<file path="src/sadc_pkg.sv">
package sadc_pkg;
	// register offsets on the special-function bus
	localparam logic [7:0] OPTION_ADDR   = 8'h94;
	localparam logic [7:0] FLAG_ADDR     = 8'h95;
	localparam logic [7:0] RES_LO_ADDR   = 8'hAA;
	localparam logic [7:0] RES_HI_ADDR   = 8'hAB;
	localparam logic [7:0] CHAN_ADDR     = 8'hAE;
	localparam logic [7:0] AUX_ADDR      = 8'hF8;
	localparam logic [7:0] IRQ_STAT_ADDR = 8'hB0;
	localparam logic [7:0] IRQ_MASK_ADDR = 8'hB1;

	// field positions
	localparam int DIV_LSB   = 2;
	localparam int START_BIT = 4;
	localparam int DONE_BIT  = 4;
	localparam int CHAN_LSB  = 4;
	localparam int IRQ_DONE  = 0;
	localparam int IRQ_OVR   = 1;

	// values after reset
	localparam logic [7:0] OPTION_RST = 8'h00;
	localparam logic [3:0] CHAN_RST   = 4'hF;
	localparam logic [1:0] MASK_RST   = 2'h0;

	// divider terminal counts, indexed by the select code
	localparam logic [3:0][4:0] DIV_TC = {5'h03, 5'h07, 5'h0F, 5'h1F};

	// conversion timing in converter clocks
	localparam int CONV_TICKS = 50;
	localparam int RES_BITS   = 12;
	localparam int BIT_TICKS  = 2;
	localparam logic [4:0] SAMPLE_LAST =
		5'(CONV_TICKS - RES_BITS * BIT_TICKS - 1);
	localparam logic [4:0] CONV_LAST = 5'(RES_BITS * BIT_TICKS - 1);

	// channel codes
	localparam logic [3:0] CH_BANDGAP = 4'hC;
	localparam logic [3:0] CH_RSVD    = 4'hD;
	localparam logic [3:0] CH_OPAMP   = 4'hE;
	localparam logic [3:0] CH_GND     = 4'hF;

	typedef enum logic [1:0] {
		SADC_IDLE    = 2'b00,
		SADC_SAMPLE  = 2'b01,
		SADC_CONVERT = 2'b11
	} sadc_state_t;

	typedef struct packed {
		logic [7:0] addr;
		logic [7:0] wdata;
		logic       we;
		logic       re;
	} sadc_bus_t;

	typedef struct packed {
		logic        sample;
		logic        convert;
		logic        route_en;
		logic [3:0]  channel;
		logic [11:0] trial;
	} sadc_ana_t;
endpackage

</file>
<file path="src/sadc_ctrl.sv">
// Local design decision: the strobed register port.
`timescale 1ns/1ps
module sadc_ctrl (
	input  wire logic              clk,
	input  wire logic              reset,
	input  wire sadc_pkg::sadc_bus_t bus,
	output logic [7:0]             rdata,
	input  wire logic              comp_in,
	output sadc_pkg::sadc_ana_t    ana,
	output logic                   busy,
	output logic                   irq
);
	typedef struct packed {
		sadc_pkg::sadc_state_t state;
		logic [4:0]            cnt;
		logic [7:0]            option;
		logic                  start;
		logic                  done;
		logic [3:0]            chan;
		logic [3:0]            chan_cap;
		logic [11:0]           sar;
		logic [11:0]           result;
		logic [1:0]            stat;
		logic [1:0]            mask;
		logic [7:0]            rdata;
		logic [5:0]            ticks;
	} sadc_ctrl_st_t;

	localparam sadc_ctrl_st_t RST = '{
		state:    sadc_pkg::SADC_IDLE,
		cnt:      5'h00,
		option:   sadc_pkg::OPTION_RST,
		start:    1'b0,
		done:     1'b0,
		chan:     sadc_pkg::CHAN_RST,
		chan_cap: sadc_pkg::CHAN_RST,
		sar:      12'h000,
		result:   12'h000,
		stat:     2'h0,
		mask:     sadc_pkg::MASK_RST,
		rdata:    8'h00,
		ticks:    6'h00
	};

	sadc_ctrl_st_t r;
	sadc_ctrl_st_t n;
	logic          tick;
	logic          comp;
	logic          start_go;
	logic          abort;
	logic [3:0]    idx;
	logic [11:0]   sar_t;
	logic [1:0]    div_sel;

	assign div_sel = r.option[sadc_pkg::DIV_LSB +: 2];

	// converter clock strobe, restarted so every run sees whole periods
	sadc_tick u_tick (
		.clk     (clk),
		.reset   (reset),
		.sel     (div_sel),
		.restart (start_go),
		.tick    (tick)
	);

	// comparator answer arrives from the analog side, off-domain
	sadc_sync u_sync (
		.clk   (clk),
		.reset (reset),
		.din   (comp_in),
		.dout  (comp)
	);

	// register writes, reads and the conversion sequencer
	always_comb begin
		n = r;
		n.rdata = 8'h00;
		start_go = 1'b0;
		abort = 1'b0;
		idx = 4'(4'hB - r.cnt[4:1]);
		sar_t = r.sar;

		// software side first, so hardware sets below win a tie, except that an abort write drops the tick
		if (bus.we) begin
			if (bus.addr == sadc_pkg::OPTION_ADDR) begin
				n.option = bus.wdata;
			end else if (bus.addr == sadc_pkg::FLAG_ADDR) begin
				if (!bus.wdata[sadc_pkg::DONE_BIT]) begin
					n.done = 1'b0;
				end
			end else if (bus.addr == sadc_pkg::CHAN_ADDR) begin
				n.chan = bus.wdata[sadc_pkg::CHAN_LSB +: 4];
			end else if (bus.addr == sadc_pkg::AUX_ADDR) begin
				if (bus.wdata[sadc_pkg::START_BIT]) begin
					if (r.state == sadc_pkg::SADC_IDLE) begin
						start_go = 1'b1;
					end else begin
						// a second start cannot restart a busy run
						n.stat[sadc_pkg::IRQ_OVR] = 1'b1;
					end
				end else begin
					n.start = 1'b0;
					abort = r.state != sadc_pkg::SADC_IDLE;
				end
			end else if (bus.addr == sadc_pkg::IRQ_STAT_ADDR) begin
				n.stat = r.stat & ~bus.wdata[1:0];
			end else if (bus.addr == sadc_pkg::IRQ_MASK_ADDR) begin
				n.mask = bus.wdata[1:0];
			end
		end

		// read data stands only in the cycle after the strobe
		if (bus.re) begin
			if (bus.addr == sadc_pkg::OPTION_ADDR) begin
				n.rdata = r.option;
			end else if (bus.addr == sadc_pkg::FLAG_ADDR) begin
				n.rdata = 8'({r.done, 4'h0});
			end else if (bus.addr == sadc_pkg::RES_LO_ADDR) begin
				n.rdata = {r.result[3:0], 4'h0};
			end else if (bus.addr == sadc_pkg::RES_HI_ADDR) begin
				n.rdata = r.result[11:4];
			end else if (bus.addr == sadc_pkg::CHAN_ADDR) begin
				n.rdata = {r.chan, 4'h0};
			end else if (bus.addr == sadc_pkg::AUX_ADDR) begin
				n.rdata = 8'({r.start, 4'h0});
			end else if (bus.addr == sadc_pkg::IRQ_STAT_ADDR) begin
				n.rdata = {6'h00, r.stat};
			end else if (bus.addr == sadc_pkg::IRQ_MASK_ADDR) begin
				n.rdata = {6'h00, r.mask};
			end
		end

		if (start_go) begin
			n.start = 1'b1;
			n.done = 1'b0;
			n.chan_cap = r.chan;
			n.state = sadc_pkg::SADC_SAMPLE;
			n.cnt = 5'h00;
			n.sar = 12'h000;
			n.ticks = 6'h00;
		end else if (abort) begin
			// a cleared start bit drops the run, result kept
			n.state = sadc_pkg::SADC_IDLE;
			n.cnt = 5'h00;
		end else if (tick) begin
			if (r.state != sadc_pkg::SADC_IDLE) begin
				n.ticks = r.ticks + 6'h01;
			end
			case (r.state)
				sadc_pkg::SADC_SAMPLE: begin
					// hold phase fills what the bit phases leave of 50
					if (r.cnt == sadc_pkg::SAMPLE_LAST) begin
						n.state = sadc_pkg::SADC_CONVERT;
						n.cnt = 5'h00;
					end else begin
						n.cnt = r.cnt + 5'h01;
					end
				end
				sadc_pkg::SADC_CONVERT: begin
					// first clock drives the trial, second judges it
					sar_t[idx] = r.cnt[0] ? comp : 1'b1;
					n.sar = sar_t;
					n.cnt = r.cnt + 5'h01;
					if (r.cnt == sadc_pkg::CONV_LAST) begin
						n.state = sadc_pkg::SADC_IDLE;
						n.cnt = 5'h00;
						n.result = sar_t;
						n.done = 1'b1;
						n.start = 1'b0;
						n.stat[sadc_pkg::IRQ_DONE] = 1'b1;
					end
				end
				default: begin
					n.cnt = 5'h00;
				end
			endcase
		end
	end

	always_ff @(posedge clk) begin
		if (reset) begin
			r <= RST;
		end else begin
			r <= n;
		end
	end

	// analog side follows the captured channel, not the live field
	assign ana.sample = r.state == sadc_pkg::SADC_SAMPLE;
	assign ana.convert = r.state == sadc_pkg::SADC_CONVERT;
	assign ana.channel = r.chan_cap;
	assign ana.route_en = r.chan_cap != sadc_pkg::CH_RSVD;
	assign ana.trial = r.sar;
	assign busy = r.state != sadc_pkg::SADC_IDLE;
	assign rdata = r.rdata;
	// level request, only through the enable mask
	assign irq = |(r.stat & r.mask);
endmodule

</file>
<file path="src/sadc_sync.sv">
`timescale 1ns/1ps
module sadc_sync (
	input  wire logic clk,
	input  wire logic reset,
	input  wire logic din,
	output logic      dout
);
	typedef struct packed {
		logic s1;
		logic s2;
	} sadc_sync_st_t;

	sadc_sync_st_t r;
	sadc_sync_st_t n;

	// first stage feeds only the second stage
	always_comb begin
		n.s1 = din;
		n.s2 = r.s1;
	end

	always_ff @(posedge clk) begin
		if (reset) begin
			r <= '0;
		end else begin
			r <= n;
		end
	end

	assign dout = r.s2;
endmodule

</file>
<file path="src/sadc_tick.sv">
`timescale 1ns/1ps
module sadc_tick (
	input  wire logic       clk,
	input  wire logic       reset,
	input  wire logic [1:0] sel,
	input  wire logic       restart,
	output logic            tick
);
	typedef struct packed {
		logic [4:0] cnt;
		logic       tick;
		logic [5:0] since;
		logic       seen;
		logic [1:0] sel_q;
	} sadc_tick_st_t;

	sadc_tick_st_t r;
	sadc_tick_st_t n;
	logic [4:0]    tc;

	// one pulse every 32/16/8/4 system clocks
	always_comb begin
		tc = sadc_pkg::DIV_TC[sel];
		n = r;
		n.sel_q = sel;
		n.tick = (r.cnt == tc) && !restart;
		if (restart || r.cnt == tc) begin
			n.cnt = 5'h00;
		end else begin
			n.cnt = r.cnt + 5'h01;
		end
		// spacing watch, dropped on restart or a select change
		n.since = r.tick ? 6'h01 : r.since + 6'h01;
		if (restart || sel != r.sel_q) begin
			n.seen = 1'b0;
		end else if (r.tick) begin
			n.seen = 1'b1;
		end
	end

	always_ff @(posedge clk) begin
		if (reset) begin
			r <= '0;
		end else begin
			r <= n;
		end
	end

	assign tick = r.tick;
endmodule
</file>
<file path="config.mk">
export PLATFORM = sky130hd
export DESIGN_NAME = sadc_ctrl
export DESIGN_NICKNAME = d
export VERILOG_FILES = /design/src/sadc_pkg.sv /design/src/sadc_ctrl.sv /design/src/sadc_sync.sv /design/src/sadc_tick.sv
export SDC_FILE = /design/constraint.sdc
export NUM_CORES = 1
export LEC_CHECK = 0
export ABC_AREA = 1
export BUFFER_PORTS_ARGS = -buffer_cell sky130_fd_sc_hd__buf_2
export CORE_ASPECT_RATIO = 1.5
export CORE_MARGIN = 4
export CORE_UTILIZATION = 43
export DETAILED_ROUTE_END_ITERATION = 12
export PLACE_DENSITY = 0.63
export SETUP_SLACK_MARGIN = 0.3
export SYNTH_ARGS = -nofsm -noshare
export SYNTH_HDL_FRONTEND = slang
export SYNTH_HIERARCHICAL = 1
export SYNTH_SLANG_ARGS = --single-unit
</file>
<file path="constraint.sdc">
create_clock -name clk -period 1.55 [get_ports clk]
set_clock_uncertainty 0.2 [all_clocks]
set_input_delay 0 -clock clk [delete_from_list [all_inputs] [get_ports clk]]
set_output_delay 0 -clock clk [all_outputs]
set_load 0.01 [all_outputs]
</file>
Word-level counts from Yosys, hierarchy flattened
Cells that the tools add are included.

Register bits after elaboration: 69. Latch bits: 0. Bits in writable memories: 0. Bits in read-only memories: 0. Input bits: 21. Output and inout port bits: 29. Memories kept: 0.

$add $sub $neg: 3. $mul: 0. Div/mod/pow operators: 0. $lt $le $gt $ge: 3. Equality and inequality tests: 20. Shift-type cells: 0. Mux-type cells: 66. Bitwise logic cells: 11. Reduce and logical (&&, ||, !) cells: 23.

Operator list (number): 8-bit equality test (second input constant) (8); 8-bit 2-to-1 mux (5); 6-bit 2-to-1 mux (5); 1-bit 2-to-1 mux (29); 2-bit 2-to-1 mux (11); 3-bit 2-to-1 mux (5); 5-bit 2-to-1 mux (3); 7-bit AND reduction (2); 12-bit bitwise mux (1); 4-bit AND reduction (3); 5-bit by 1-bit adder with 5-bit output (second input constant) (2); 5-bit binary-select mux with 2-bit select (1); 5-bit equality test (second input constant) (2); 5-bit one-hot mux with 2 select lines (1); 4-bit 2-to-1 mux (2); 4-bit by 1-bit != test with 1-bit output (second input constant) (2); 1-bit NOT (8); 2-bit OR reduction (4); 7-bit 2-to-1 mux (1); 2-bit nonzero test (3); 5-bit equality test (1); 4-bit by 5-bit less-than comparator with 1-bit output (second input constant) (1); 5-bit AND reduction (1); 2-bit AND (2); 20 further kinds (23).

Longest topological paths before layout
Depth after elaboration: 13. Gate-level depth with buffers: 10. Gate-level depth less buffers: 9.

Modules after synthesis
The synthesis kept the hierarchy.

By module, submodules not included: sadc_ctrl (times used 1, cells each 482, area each 3288.2 um2); sadc_tick (times used 1, cells each 37, area each 310.3 um2); sadc_sync (times used 1, cells each 6, area each 55.1 um2).

Worst setup path after synthesis
OpenSTA, ideal clock, no wires.

Kind: reg2reg. From: register r[61] (netlist bit). To: register r[29] (netlist bit). Arrival: 1313 ps. Required time: 1237 ps. Setup slack: -76 ps. Stages on the path, launching flop included: 10. Clock period less this slack: 1626 ps. Path through: dfxtp_1 -> ha_1 -> nand2_1 -> nor3_4 -> nand2_4 -> inv_4 -> buf_6 -> nand2_1 -> nand2_1 -> nor2_1.

Word-level cells in the longest chain between the ends: 6. Elaborated cells between the ends (all ways): 9. Classes of those cells: add/sub: 1; order compare: 2; eq/ne: 1; mux: 3; reduce/logical: 2.

Ends and longest elaborated chain: from (decl) (RTL line sadc_ctrl.sv:45) `sadc_ctrl_st_t r;`; from (signal assigned) (RTL line sadc_ctrl.sv:184) `r <= n;`; 4-bit subtractor (RTL line sadc_ctrl.sv:80) `idx = 4'(4'hB - r.cnt[4:1]);`; 4-bit by 5-bit less-than comparator with 1-bit output (not written as such) / 4-bit by 1-bit >= comparator with 1-bit output (equally long branches) (RTL line sadc_ctrl.sv:161) `sar_t[idx] = r.cnt[0] ? comp : 1'b1;`; 1-bit logical AND (not written as such) (RTL line sadc_ctrl.sv:161); 1-bit 2-to-1 mux (RTL line sadc_ctrl.sv:161); 1-bit demux with 4-bit select (RTL line sadc_ctrl.sv:161); 12-bit bitwise mux (RTL line sadc_ctrl.sv:161).

Parallel ways exist; a longest one is shown, timed or not. A chain may end at the register's enable or synchronous reset.

Worst setup path after layout
From: register r[60] (netlist bit). To: register r (netlist bit ana[11]).

Word-level cells in the longest chain between the ends: 2.

Ends and longest elaborated chain (RTL line): 1-bit 2-to-1 mux (sadc_ctrl.sv:161); 12-bit bitwise mux (sadc_ctrl.sv:161).

Every way passes these cells.

==> impl_metrics.json <==
{
  "drtIter0Drc": 96,
  "avgSynthCellArea_sq_um": 6.96,
  "areaGrowthSynthToFinish_pct": 32.5,
  "outcome": "finished, violations left",
  "worstPathCellList": "inv_2, or2_4, mux2i_1, nand2_1, nand2_1, nor2_1",
  "clockRootBuffer": "clkbuf_16",
  "grt_setup_unrepaired": "true",
  "viasPerCell": 4.83,
  "wl_per_cell_microns": 13.0,
  "grt_usage_pct": 18.4,
  "timing.critical_path.mode_cell": "nand2_1",
  "firstDrtPassIters": 4,
  "drcViolationCount": 0,
  "cts_sinks": 69,
  "cts_tree": "built",
  "maxSlewViolCount": 0,
  "slew_headroom_pct": 75.5,
  "worstPathMaxFanout": 12,
  "port_buffers": 49,
  "clkTransAtPathRegs_ns": 0.05,
  "wl_microns": 9220,
  "fin_util_pct": 59.3,
  "seqCellArea_sq_um": 1400,
  "timing_worst_setup_path_type": "flop to flop",
  "dp_hpwl_microns": 6420,
  "nets": 621,
  "hold_viol_final": 4,
  "finalInstanceArea_sq_um": 4840,
  "die_h_microns": 121,
  "num_antenna_cells": 0,
  "io-pin-count": 50,
  "worst_slew_pin_slew_ns": 0.367,
  "vias": 3418,
  "fillCellCount": 738,
  "synthCells": 525,
  "min_period_ns": 1.52,
  "clk_path_buf_depth": 2,
  "layout-drive-gt1-share_pct": 32.1,
  "layout_worst_path_cycle_share_pct": 98.2,
  "ir_drop_mv": 0.592,
  "arrival_ns": 1.55,
  "synth_edf_count": 0,
  "grt_max_degree": 25,
  "gr-total-overflow": 0,
  "synth_flop_cell": "dfxtp_1",
  "final-setup-viol-count": 0,
  "seq_area_frac_synth_pct": 37.8,
  "htree_levels": 3,
  "drv_cap": 0,
  "post_dp_cell_area_sq_um": 3980,
  "grt_pass1_wl_microns": 15000,
  "fmax_ghz": 0.657,
  "core_sq_um": 8160,
  "clk_latency_ns": 0.33,
  "synth.distinct_cells": 40,
  "path_buf_inv": 1,
  "synthArstFlopShare_pct": 0,
  "synth_nets": 549,
  "cp_slowest_stage_delay_ns": 0.38,
  "leakagePower_uw": 0.00218,
  "crit_slowest_cell": "dfxtp_4",
  "antenna_found_initial": 0,
  "finalWeightedCongestion": 0.822,
  "numCtsBuffers": 9,
  "failed_checks": "hold timing",
  "dieWidth_microns": 83.3,
  "critical-path-top-delay-family": "simple AND/OR/NAND/NOR gates",
  "ys.warnings.count": 6,
  "setup-tns-final_ns": 0,
  "hold_slack_ns": -0.0286,
  "p_per_area_nw_per_um2": 850,
  "cp-start-kind": "flop",
  "hp-class": "input port to flop",
  "syn-cell-area_sq_um": 3650,
  "pre_cts_ws_ns": -0.0205,
  "initial_utilization_pct": 44.8,
  "rows": 40,
  "multi_input_area_sq_um": 2040,
  "design.die.area_sq_um": 10100,
  "antenna_left": 0,
  "grt_pass1_vias": 3240,
  "synth_seq_cells": 69,
  "setup_slack_ns": 0.0273,
  "crit_required_ns": 1.58,
  "critical_path.endpoint_type": "flop"
}
registers in the layout, indices dropped and copies added (netlist names):
register / count
r: 35
ana: 16
rdata: 8
u_tick/r: 5
div_sel: 2
u_sync/dout: 1
u_sync/n: 1
u_tick/tick: 1
worst min-delay path: stages:
cell     delay (ns)
buf_2          0.10
nor2_1         0.04
nand2_1        0.07
nor2_1         0.09
nand4_1        0.09
a21oi_1        0.06
area by class of cell:
cell class	instances	area share [%]
multi-input cells	358	42.1
flip-flops and latches	69	29.0
inverters	61	5.14
well taps	105	2.71
clock inverters	1	0.181
clock buffers	15	6.20
repair inverters	2	0.310
repair buffers	96	14.4
metal layers:
metal	vias to the layer above	wire length (microns)	global-route usage, %
li1	1768	-	-
met1	1549	3820	20.4
met2	78	4740	32.7
met3	23	370	3.26
met4	0	288	11.0
met5	-	0	0
synthesized netlist by cell type (2+ instances only):
master    number  area, sq um
nand3_1       25          125
buf_4         26          195
a21oi_1       17         85.1
o211ai_1      12         90.1
clkbuf_1       2         7.51
nand2_1      128          480
a21boi_0       2         15.0
nor2_1       101          379
ha_1           3         37.5
o21ai_1        2         10.0
xor2_1         4         35.0
inv_2          6         22.5
inv_1         52          195
nand2_4        3         33.8
buf_2          5         25.0
mux2i_1        7         70.1
nor2_2         8         50.1
inv_4          2         12.5
nor2_4         4         45.0
buf_6          3         33.8
dfxtp_1       69         1380
nand2_2        4         25.0
nand4_1        7         43.8
o21ai_0       15         75.1
nand3_2        3         30.0
final timing paths:
check	startpoint	slack [ns]	cells after the start	to
min reg2reg	u_sync/n[0]$_SDFF_PP0_	0.20	2	u_sync/dout$_SDFF_PP0_
max reg2reg	r[60]$_SDFFE_PP0P_	0.03	6	ana[11]$_SDFFE_PP0P_
min	bus[16]	-0.03	6	r[14]$_SDFFE_PP0P_
max	r[60]$_SDFFE_PP0P_	0.03	6	ana[11]$_SDFFE_PP0P_
report_power, final:
part | internal, uW | switching [uW] | leakage (uW)
combinational | 114 | 140 | 0.00147
clock | 1330 | 748 | 0.000150
sequential | 1780 | 10.2 | 0.000562
through the flow:
step	std cells	total power [uW]
after floorplan	525	1940
after global placement	658	2010
after detailed placement	658	2020
after CTS	704	4140
after global routing	707	4230
final	707	4110
cells by family after synthesis:
group / after synthesis / share of synthesized area (%)
flops: 69 / 37.8
compound gates: 54 / 8.90
mux: 7 / 1.92
buf+inv: 98 / 13.7
fa+ha+maj: 3 / 1.03
xor+xnor: 5 / 1.20
simple gates: 289 / 35.4
cell usage in the layout (no fill, tap or decap), drive strengths merged, types with 2 or more instances in the layout:
cell	instances
dlygate4sd3	18
clkinv	2
clkbuf	16
dfxtp	69
nand4	9
a21boi	2
ha	3
nor2	114
mux2i	7
a21oi	17
buf	76
nand2	135
xor2	4
inv	62
o21ai	18
o211ai	12
or2	2
nand3	28
repair_timing:
action,in CTS,in global routing
endpoints found under the setup margin,45,56
hold buffers,19,1
pin swaps,13,11
resized for setup,24,44
cloned,2,1
endpoints found under the hold margin,46,1
setup buffers,9,2
No activity file was read; power rests on OpenSTA's default activity.
